<file path="config.mk">
export PLATFORM = sky130hd
export DESIGN_NAME = gper_top
export DESIGN_NICKNAME = d
export VERILOG_FILES = /design/src/hw/gper_pkg.sv /design/src/hw/gper_top.sv
export SDC_FILE = /design/constraint.sdc
export NUM_CORES = 1
export LEC_CHECK = 0
export BUFFER_PORTS_ARGS = -buffer_cell sky130_fd_sc_hd__buf_2
export CAP_MARGIN = 20
export CORE_MARGIN = 10
export CORE_UTILIZATION = 29
export CTS_CLUSTER_DIAMETER = 200
export CTS_CLUSTER_SIZE = 10
export DETAILED_ROUTE_END_ITERATION = 7
export HOLD_SLACK_MARGIN = 0.12
export PLACE_DENSITY = 0.51
export SLEW_MARGIN = 20
export SYNTH_ARGS = -nofsm -noshare
export SYNTH_HDL_FRONTEND = slang
export SYNTH_SLANG_ARGS = --single-unit
</file>
<file path="constraint.sdc">
create_clock -name pclk -period 1.3 [get_ports pclk]
set_input_delay 0.195 -clock pclk [delete_from_list [all_inputs] [get_ports pclk]]
set_output_delay 0.195 -clock pclk [all_outputs]
set_load 0.02 [all_outputs]
</file>
<file path="src/hw/gper_pkg.sv">
package gper_pkg;
   // ------------------------------------------------------------------
   // widths and register map
   // ------------------------------------------------------------------
   localparam int          GPER_NUM_PORTS    = 16;
   localparam int          GPER_AW           = 12;
   localparam logic [11:0] GPER_OFS_CONTROL  = 12'h450;
   localparam logic [11:0] GPER_OFS_STATUS   = 12'h454;
   localparam logic [11:0] GPER_OFS_ALTFN    = 12'h458;
   localparam logic [11:0] GPER_OFS_IRQ_STS  = 12'h45C;
   localparam logic [11:0] GPER_OFS_IRQ_MASK = 12'h460;

   // ------------------------------------------------------------------
   // field positions and reset values
   // ------------------------------------------------------------------
   localparam int           GPER_POL_BIT      = 0;
   localparam int           GPER_FIRST_PORT   = 1;
   localparam int           GPER_LAST_PORT    = 15;
   localparam int           GPER_PIN_INDEX    = 15;
   localparam logic [15:0]  GPER_PORT_MASK    = 16'hFFFE;
   localparam logic [15:0]  GPER_CONTROL_RST  = 16'h0000;
   localparam logic [15:0]  GPER_STATUS_RST   = 16'h0000;
   localparam logic [15:0]  GPER_IRQ_RST      = 16'h0000;
   localparam logic         GPER_ALTFN_RST    = 1'b0;
   localparam logic [31:0]  GPER_RDATA_ZERO   = 32'h0000_0000;

   // ------------------------------------------------------------------
   // state
   // ------------------------------------------------------------------
   typedef struct packed {
      logic [15:0] control;   // bit0 polarity, bits 15:1 port enables
      logic [15:0] status;
      logic        altfn;
      logic [15:0] irq_sts;
      logic [15:0] irq_mask;
      logic [31:0] prdata;
      logic        pslverr;
      logic        pin_o;
      logic        pin_oe;
   } gper_state_t;
endpackage

</file>
<file path="src/hw/gper_top.sv">
`timescale 1ns/1ns
// Behaviour
// - an enabled port's notifications stop going over the link and assert the event output.
// - each port enable is software read/write, resets to zero and is kept as a sticky bit.
// - the event output is driven as the alternate function of general purpose pin 15.
// - one read-only status bit per port reads one while that port signals, reset zero.
// - a port's status bit is set only if its enable bit was set in the cycle before.
// - the event pin is driven only while it is configured for its alternate function.
// - the polarity bit selects the output level: 0 active low, 1 active high.
module gper_top
   import gper_pkg::*;
#(
   parameter int NUM_PORTS = gper_pkg::GPER_NUM_PORTS
) (
   input  wire logic                      pclk,            // core clock
   input  wire logic                      presetn,         // async reset, active low
   input  wire logic                      sticky_rstn,     // fundamental reset, active low
   input  wire logic                      psel,            // apb select
   input  wire logic                      penable,         // apb enable
   input  wire logic                      pwrite,          // apb direction
   input  wire logic [gper_pkg::GPER_AW-1:0] paddr,        // apb byte address
   input  wire logic [31:0]               pwdata,          // apb write data
   input  wire logic [3:0]                pstrb,           // apb byte strobes
   output logic                           pready,          // apb ready
   output logic [31:0]                    prdata,          // apb read data
   output logic                           pslverr,         // apb error
   input  wire logic [NUM_PORTS-1:0]      port_notify_req, // per-port pending notification
   output logic [NUM_PORTS-1:0]           port_link_notify,// notification allowed on link
   output logic                           event_output_pin_signal_o,  // pin out level
   output logic                           event_output_pin_signal_oe, // pin output enable
   output logic                           irq              // level interrupt
);
   import gper_pkg::*;

   initial begin
      if (NUM_PORTS != GPER_NUM_PORTS) begin
         $error("gper_top serves exactly sixteen port bits");
      end
   end

   gper_state_t cur_ff;
   gper_state_t nxt_state;
   gper_state_t sticky_ff;

   logic        setup;
   logic        wr;
   logic [15:0] enables;
   logic [15:0] signalling;
   logic        any_event;
   logic [15:0] wmask;

   // ------------------------------------------------------------------
   // apb decode
   // ------------------------------------------------------------------
   // zero wait states: read data and error are registered in the setup cycle
   // so they already stand in the access cycle, when the master samples them
   assign pready  = 1'b1;
   assign setup   = psel && !penable;
   assign wr      = psel && penable && pwrite;
   assign wmask   = {{8{pstrb[1]}}, {8{pstrb[0]}}};

   // ------------------------------------------------------------------
   // routing
   // ------------------------------------------------------------------
   assign enables    = sticky_ff.control & GPER_PORT_MASK;
   assign signalling = enables & port_notify_req;
   assign any_event  = |signalling;
   // enabled ports are withheld from the link whatever their request state
   assign port_link_notify = port_notify_req & ~enables;

   always_comb begin
      nxt_state = cur_ff;
      // enables live in the sticky domain; fold them in, and cur_ff.control keeps a second, unused copy
      nxt_state.control = sticky_ff.control;
      nxt_state.status  = signalling;
      nxt_state.pslverr = 1'b0;
      nxt_state.prdata  = GPER_RDATA_ZERO;

      if (wr) begin
         unique case (paddr)
            GPER_OFS_CONTROL: begin
               nxt_state.control = (sticky_ff.control & ~wmask) | (pwdata[15:0] & wmask);
            end
            GPER_OFS_ALTFN: begin
               if (pstrb[0]) begin
                  nxt_state.altfn = pwdata[0];
               end
            end
            GPER_OFS_IRQ_MASK: begin
               nxt_state.irq_mask = (cur_ff.irq_mask & ~wmask) | (pwdata[15:0] & wmask);
            end
            GPER_OFS_IRQ_STS: begin
               nxt_state.irq_sts = cur_ff.irq_sts & ~(pwdata[15:0] & wmask);
            end
            GPER_OFS_STATUS: begin
            end
            default: begin
            end
         endcase
      end
      if (setup) begin
         unique case (paddr)
            GPER_OFS_CONTROL:  nxt_state.prdata = {16'h0000, sticky_ff.control};
            GPER_OFS_STATUS:   nxt_state.prdata = {16'h0000, cur_ff.status};
            GPER_OFS_ALTFN:    nxt_state.prdata = {31'h0000_0000, cur_ff.altfn};
            GPER_OFS_IRQ_STS:  nxt_state.prdata = {16'h0000, cur_ff.irq_sts};
            GPER_OFS_IRQ_MASK: nxt_state.prdata = {16'h0000, cur_ff.irq_mask};
            default:           nxt_state.pslverr = 1'b1;
         endcase
         if (pwrite) begin
            nxt_state.prdata = GPER_RDATA_ZERO;
         end
      end

      // a new signalling edge wins over a write-one clear in the same cycle
      nxt_state.irq_sts = nxt_state.irq_sts | (signalling & ~cur_ff.status);

      // active level from the polarity bit; idle is the opposite level
      nxt_state.pin_o  = sticky_ff.control[GPER_POL_BIT] ? any_event : ~any_event;
      nxt_state.pin_oe = nxt_state.altfn;
   end

   // ------------------------------------------------------------------
   // registers
   // ------------------------------------------------------------------
   // the enables survive presetn and clear only on the fundamental reset
   always_ff @(posedge pclk or negedge sticky_rstn) begin
      if (!sticky_rstn) begin
         sticky_ff         <= '0;
         sticky_ff.control <= GPER_CONTROL_RST;
      end else begin
         sticky_ff         <= '0;
         sticky_ff.control <= nxt_state.control;
      end
   end

   always_ff @(posedge pclk or negedge presetn) begin
      if (!presetn) begin
         cur_ff          <= '0;
         cur_ff.status   <= GPER_STATUS_RST;
         cur_ff.altfn    <= GPER_ALTFN_RST;
         cur_ff.irq_sts  <= GPER_IRQ_RST;
         cur_ff.irq_mask <= GPER_IRQ_RST;
         cur_ff.pin_o    <= 1'b1;
         cur_ff.pin_oe   <= 1'b0;
      end else begin
         cur_ff <= nxt_state;
      end
   end

   // ------------------------------------------------------------------
   // outputs
   // ------------------------------------------------------------------
   assign prdata  = cur_ff.prdata;
   assign pslverr = cur_ff.pslverr;
   // pin 15 carries the event as its alternate function
   assign event_output_pin_signal_o  = cur_ff.pin_o;
   assign event_output_pin_signal_oe = cur_ff.pin_oe;
   assign irq = |(cur_ff.irq_sts & cur_ff.irq_mask);
endmodule

</file>
==> metrics.csv, run 1 <==
metric;value;unit
post-synthesis register bit count;82;
slowest stage cell on the critical path;sky130_fd_sc_hd__dfrtp_1;
area share of xor/xnor cells in the synthesized design;0.2147;%
worst reg2reg startpoint;cur_ff[54];
max frequency;0.5531;GHz
end of the worst register-to-register path;prdata[3];
fraction of final layout cells sized beyond drive strength 1;55.39;%
fill cell count;1324;
total inserted antenna cells;0;
Die Span X;138.6;um
net count of the finished layout;603;
WL final;12.93;mm
Synth cell types;44;
result of the run;finished with violations;
sum of net half-perimeters after detailed placement;9.508;mm
crit start category;register;
final critical delay including setup and external delays;1.808;ns
length in cells of the worst reg-to-reg path;4;
average size of a mapped cell;11.21;um^2
Worst Clk Skew;0.005233;ns
detailed-router iteration count before antenna repair;4;
RD Place Congestion;0.8494;
Most used DFF post-synth;sky130_fd_sc_hd__dfrtp_1;
worst path buffer plus inverter count;2;
CTS H-tree depth;3;
maximum fanout count along the critical path;2;
multiplexer share of the synthesized area;14.75;%
final-layout worst hold slack;0.1037;ns
pre-CTS WS;-0.7806;ns
violations in the final reports;negative setup slack;
count of pins on the block boundary;123;
clock insertion delay at the later pin of the skew report;0.34;ns
number of vias in the routed layout;3277;
number of global-route vias before repair;3459;
area delta synth->final;48.54;%
remaining global-route overflow;0;
number of antenna violations at the first check in global routing;0;
Remaining DRCs;0;
number of clock sinks seen by CTS;82;
wire length of the first global-routing pass;19.89;mm
top cell types by occurrence after synthesis;sky130_fd_sc_hd__dfrtp_1, sky130_fd_sc_hd__buf_4, sky130_fd_sc_hd__nand2_1, sky130_fd_sc_hd__o21ai_0, sky130_fd_sc_hd__mux2_2;
Slew @ Worst Pin;0.5447;ns
Async S/R FF share, synth;100.0;%
input/output buffers;85;
unrepaired setup endpoints after global routing;yes;
register clock-pin slew on the reported worst setup and hold paths;0.06;ns
combinational family with the most area after synthesis;multiplexers;
overall power after layout;5635;uW
Detailed Route Iter0 Violations;200;
EDFF count, synth;0;
Initial Utilization;29.51;%
number of hold violations in the final report;0;
Synth top area share;49.68;%
Crit path required time;1.11;ns
instance count of the mapped netlist;364;
most frequently used cell type in the post-synthesis netlist;sky130_fd_sc_hd__dfrtp_1;
die area;0.01921;mm^2
combined flip-flop and latch cell area;0.002053;mm^2
buffer cell driving the clock tree root;sky130_fd_sc_hd__clkbuf_16;
critical path, cell by cell;a22o_1 -> a221oi_2 -> buf_4 -> nand4_1 -> buf_6;
multi-input logic area;0.001951;mm^2
total routing usage reported by global routing;13.05;%
sequential fraction of the synthesis area;50.32;%
count of final max-slew check failures;0;
std cell rows;43;
Leakage;0.003118;uW
number of cells on the critical path;5;
worst min-delay path class;in2reg;
Warnings, synthesis;0;
Peak VDD IR;0.0005907;V
CP endpoint kind;output port;
ratio of final minimum period to clock period;139.1;%
simple-gate share of the synthesized area;13.06;%
setup violation total in the final timing report;53;
Setup crit end;irq;
Vert. Die Dim;138.6;um
Power Dens Cells;929.7;mW/mm^2
Synth area leader;sky130_fd_sc_hd__dfrtp_1;
post-route cell area;0.006061;mm^2
drt wl/cell;18.00;um
clock tree from TritonCTS;yes;
maximum cell stage delay along the critical path;0.38;ns
synthesized-area fraction occupied by ao, oa, aoi and oai cells;11.47;%
Worst EP arrival;1.61;ns
smallest setup slack after layout;-0.5079;ns
family of cells with the greatest summed delay on the critical path;compound AO/OA/AOI/OAI gates;
post-detailed-placement cell area;0.005152;mm^2
setup slack of the worst register-to-register path;-0.18;ns
TritonCTS buffer count;9;
post-DR vias/cell;4.564;
critical path class;reg2out;
largest net degree at the start of global routing;67;
deepest clock path buffer count;2;
Core ar.;0.01383;mm^2
most area-consuming cells after synthesis;sky130_fd_sc_hd__dfrtp_1, sky130_fd_sc_hd__mux2_2, sky130_fd_sc_hd__buf_4, sky130_fd_sc_hd__mux2_4, sky130_fd_sc_hd__o21ai_0;
max cap viols;0;
relative max-transition margin;63.69;%
Core Util, Final;43.83;%
summed instance area of the synthesized netlist;0.004080;mm^2
arithmetic-cell share of the synthesized area counting full adders, half adders and majority gates;0;%
Post-DRT Antenna Nets;0;
-- worst min-delay path by stage --
stage / to / cells past startpoint / slack (ns) / start
2_1_floorplan: async pin / 0 / -0.10 / presetn
3_3_place_gp: async pin / 1 / 0.18 / sticky_rstn
3_5_place_dp: async pin / 1 / 0.17 / sticky_rstn
4_1_cts: cur_ff[71] / 3 / 0.12 / port_notify_req[3]
5_1_grt: register / 2 / 0.13 / pwdata[1]
6_report: cur_ff[69] / 3 / 0.10 / port_notify_req[1]
-- layout make-up --
class	instances	area share, %
multi-input cells	231	32.18
repair buffers	194	24.36
inverters	15	0.9290
well taps	180	3.716
clock inverters	2	0.5780
flip-flops and latches	82	33.88
clock buffers	14	4.356
-- through the flow --
| stage | setup TNS [ns] | instances |
|---|---|---|
| finish | -10.83 | 718 |
| global route | -14.42 | 718 |
| CTS | -10.18 | 711 |
| detailed placement | -35.86 | 674 |
| global placement | -35.48 | 674 |
| floorplan | -20.50 | 379 |
-- cells by family after synthesis --
group           count (synthesis)
mux                            49
buf+inv                        66
flops                          82
simple gates                   97
xor+xnor                        1
compound gates                 67
other cells                     2
-- power breakdown --
group | total, uW | switching [uW] | internal, uW
Clock | 2580 | 985 | 1590
Sequential | 2560 | 4.56 | 2560
Combinational | 494 | 285 | 209
Total | 5630 | 1270 | 4360
-- what timing repair did --
| item | CTS | global route |
|---|---|---|
| hold buffers | 4 | 0 |
| cloned | 0 | 2 |
| resized for setup | 59 | 62 |
| hold endpoints to repair | 83 | 0 |
| setup buffers | 17 | 7 |
| pin swaps | 17 | 19 |
| setup endpoints to repair | 67 | 80 |
-- layer usage --
metal / global-route usage (%) / vias up / part of all wire (%)
li1: - / 1580 / -
met1: 17.44 / 1611 / 46
met2: 19.93 / 73 / 47
met3: 3.048 / 13 / 5.3
met4: 5.107 / 0 / 1.6
met5: 0 / - / 0
-- worst min-delay path: cells and delay by family --
family | cells | cell delay, ns
and+or+nand+nor | 1 | 0.07
buffers and inverters | 2 | 0.14
-- cell usage in the layout (no fill, tap or decap), drive strengths merged, types with 2 or more instances in the layout --
| cell type | synthesis | layout |
|---|---|---|
| dfrtp | 81 | 81 |
| nor2b | 17 | 17 |
| o22a | 7 | 7 |
| or4b | 2 | 2 |
| o21ai | 31 | 31 |
| a22o | 6 | 6 |
| inv | 15 | 15 |
| and4 | 4 | 4 |
| a222oi | 6 | 6 |
| nand4 | 7 | 7 |
| a32oi | 2 | 2 |
| buf | 42 | 190 |
| and2 | 5 | 5 |
| conb | 2 | 17 |
| clkbuf | 9 | 14 |
| nor4 | 2 | 2 |
| dlygate4sd3 | 0 | 4 |
| a22oi | 8 | 8 |
| a221oi | 4 | 4 |
| mux2i | 8 | 8 |
| nand2 | 31 | 31 |
| nor2 | 20 | 20 |
| mux2 | 41 | 41 |
No activity file was read; power rests on OpenSTA's default activity.
==> run 2: changes to the inputs <==
SKIP_CTS_REPAIR_TIMING = 1   (was default)
==> run 2 against run 1 <==
Compared with the run above:
- the flow still finishes with violations (negative setup slack)
- global-route usage decreased by 0.52 points
- hold slack improved by 0.0010 ns
- critical endpoint unchanged
- sequential power hardly changed
- worst setup slack got worse by 0.016 ns
- clock skew down 0.00054 ns
- register-to-register slack got worse by 0.02 ns
- power about the same
- critical path depth unchanged
- largest cell class unchanged
- utilization down 0.77 points
- combinational power down 1%
==> metrics.csv, run 2 (synthesis gave the netlist of run 1 again) <==
metric;value;unit;change
result of the run;finished with violations;;unchanged
violations in the final reports;negative setup slack;;unchanged
setup violation total in the final timing report;61;;was 53
Initial Utilization;29.51;%;unchanged
std cell rows;43;;unchanged
Detailed Route Iter0 Violations;225;;was 200
final critical delay including setup and external delays;1.824;ns;was 1.808 ns
Worst EP arrival;1.63;ns;was 1.61 ns
wire length of the first global-routing pass;18.99;mm;was 19.89 mm
deepest clock path buffer count;2;;unchanged
die area;0.01921;mm^2;unchanged
length in cells of the worst reg-to-reg path;4;;unchanged
area delta synth->final;45.94;%;was 48.54%
clock tree from TritonCTS;yes;;unchanged
worst reg2reg startpoint;cur_ff[54];;unchanged
most common cell after layout, fill and taps aside;sky130_fd_sc_hd__dfrtp_1;;was sky130_fd_sc_hd__buf_4
Leakage;0.003038;uW;was 0.003118 uW
max frequency;0.5482;GHz;was 0.5531 GHz
register clock-pin slew on the reported worst setup and hold paths;0.06;ns;about the same
setup slack of the worst register-to-register path;-0.20;ns;was -0.18 ns
Peak VDD IR;0.0005853;V;was 0.0005907 V
Vert. Die Dim;138.6;um;unchanged
total routing usage reported by global routing;12.53;%;was 13.05%
post-detailed-placement cell area;0.005152;mm^2;unchanged
worst hold stages;3;;unchanged
net count of the finished layout;592;;was 603
Core ar.;0.01383;mm^2;unchanged
Total Negative Setup Slacks;-11.21;ns;was -10.83 ns
fraction of final layout cells sized beyond drive strength 1;54.65;%;was 55.39%
Slew @ Worst Pin;0.5657;ns;was 0.5447 ns
relative max-transition margin;62.29;%;was 63.69%
ratio of final minimum period to clock period;140.3;%;was 139.1%
unrepaired setup endpoints after global routing;yes;;unchanged
crit start category;register;;unchanged
number of hold violations in the final report;0;;unchanged
drt wl/cell;18.20;um;was 18.00 um
Remaining DRCs;0;;unchanged
WL final;12.87;mm;was 12.93 mm
max cap viols;0;;unchanged
HP Start;port_notify_req[1];;unchanged
sum of net half-perimeters after detailed placement;9.508;mm;unchanged
remaining global-route overflow;0;;unchanged
post-route cell area;0.005954;mm^2;was 0.006061 mm^2
worst hold endpoint;cur_ff[69];;unchanged
critical path class;reg2out;;unchanged
buffer cell driving the clock tree root;sky130_fd_sc_hd__clkbuf_16;;unchanged
maximum fanout count along the critical path;3;;was 2
input/output buffers;85;;unchanged
commonest non-fill, non-tap cells in the layout;sky130_fd_sc_hd__dfrtp_1, sky130_fd_sc_hd__buf_4, sky130_fd_sc_hd__buf_2;;was sky130_fd_sc_hd__buf_4, sky130_fd_sc_hd__dfrtp_1, sky130_fd_sc_hd__buf_2
detailed-router iteration count before antenna repair;5;;was 4
clock insertion delay at the later pin of the skew report;0.34;ns;about the same
total inserted antenna cells;0;;unchanged
count of final max-slew check failures;0;;unchanged
TritonCTS buffer count;9;;unchanged
end of the worst register-to-register path;prdata[3];;unchanged
Die Span X;138.6;um;unchanged
largest net degree at the start of global routing;67;;unchanged
number of clock sinks seen by CTS;82;;unchanged
number of global-route vias before repair;3316;;was 3459
worst min-delay path class;in2reg;;unchanged
number of vias in the routed layout;3276;;was 3277
Worst Clk Skew;0.004695;ns;was 0.005233 ns
Post-DRT Antenna Nets;0;;unchanged
smallest setup slack after layout;-0.5240;ns;was -0.5079 ns
post-DR vias/cell;4.634;;was 4.564
Crit path required time;1.11;ns;about the same
number of antenna violations at the first check in global routing;0;;unchanged
CP endpoint kind;output port;;unchanged
RD Place Congestion;0.8494;;unchanged
CTS H-tree depth;3;;unchanged
Core Util, Final;43.06;%;was 43.83%
count of pins on the block boundary;123;;unchanged
Power Dens Cells;946.2;mW/mm^2;was 929.7 mW/mm^2
## run 2: cell count changes in the layout (fill, tap and decap cells not counted), moves of 2 or more
cell and change:
sky130_fd_sc_hd__nand2_2 +2, sky130_fd_sc_hd__buf_6 -6, sky130_fd_sc_hd__nand2_1 -2, sky130_fd_sc_hd__buf_4 -7
## run 2: critical path: stages (launching register included)
cell and delay (ns):
sky130_fd_sc_hd__dfrtp_1 0.41, sky130_fd_sc_hd__a22o_1 0.24, sky130_fd_sc_hd__a221oi_2 0.19, sky130_fd_sc_hd__buf_4 0.15, sky130_fd_sc_hd__nand4_1 0.12, sky130_fd_sc_hd__buf_6 0.18
## run 2: power by group
part | internal, uW | total, uW | switching (uW)
clock | 1590 | 2580 | 988
sequential | 2560 | 2560 | 4.77
combinational | 205 | 489 | 285
total | 4360 | 5630 | 1280
## run 2: layer usage
metal	GRT usage, %	share of wire [%]
met1	16.75	46
met2	18.78	47
met3	3.082	5.6
met4	5.382	2.0
met5	0	0
## run 2: worst max-delay path by stage
stage | slack [ns] | endpoint | cells after the start | from
finish | -0.52 | irq | 5 | cur_ff[59]
global route | -0.60 | irq | 5 | cur_ff[59]
CTS | -0.64 | irq | 5 | cur_ff[59]
detailed placement | -0.78 | register | 6 | paddr[9]
global placement | -0.77 | register | 6 | paddr[9]
floorplan | -0.62 | register | 5 | paddr[9]
## run 2: per-stage QoR
step / total power, uW / setup WS, ns / std cells / hold slack, ns
6_report: 5634 / -0.5240 / 707 / 0.1048
5_1_grt: 5835 / -0.5973 / 707 / 0.1299
4_1_cts: 5603 / -0.6417 / 690 / -0.1852
3_5_place_dp: 3034 / -0.7806 / 674 / 0.1741
3_3_place_gp: 3030 / -0.7650 / 674 / 0.1756
2_1_floorplan: 2823 / -0.6221 / 379 / -0.1006
## run 2: area by class of cell
class | count | area [um^2]
Tap cell | 180 | 225.2
Timing Repair Buffer | 183 | 1376
Inverter | 15 | 56.30
Fill cell | 1320 | 7873
Clock inverter | 2 | 35.03
Clock buffer | 14 | 264.0
Multi-Input combinational cell | 231 | 1944
Sequential cell | 82 | 2053
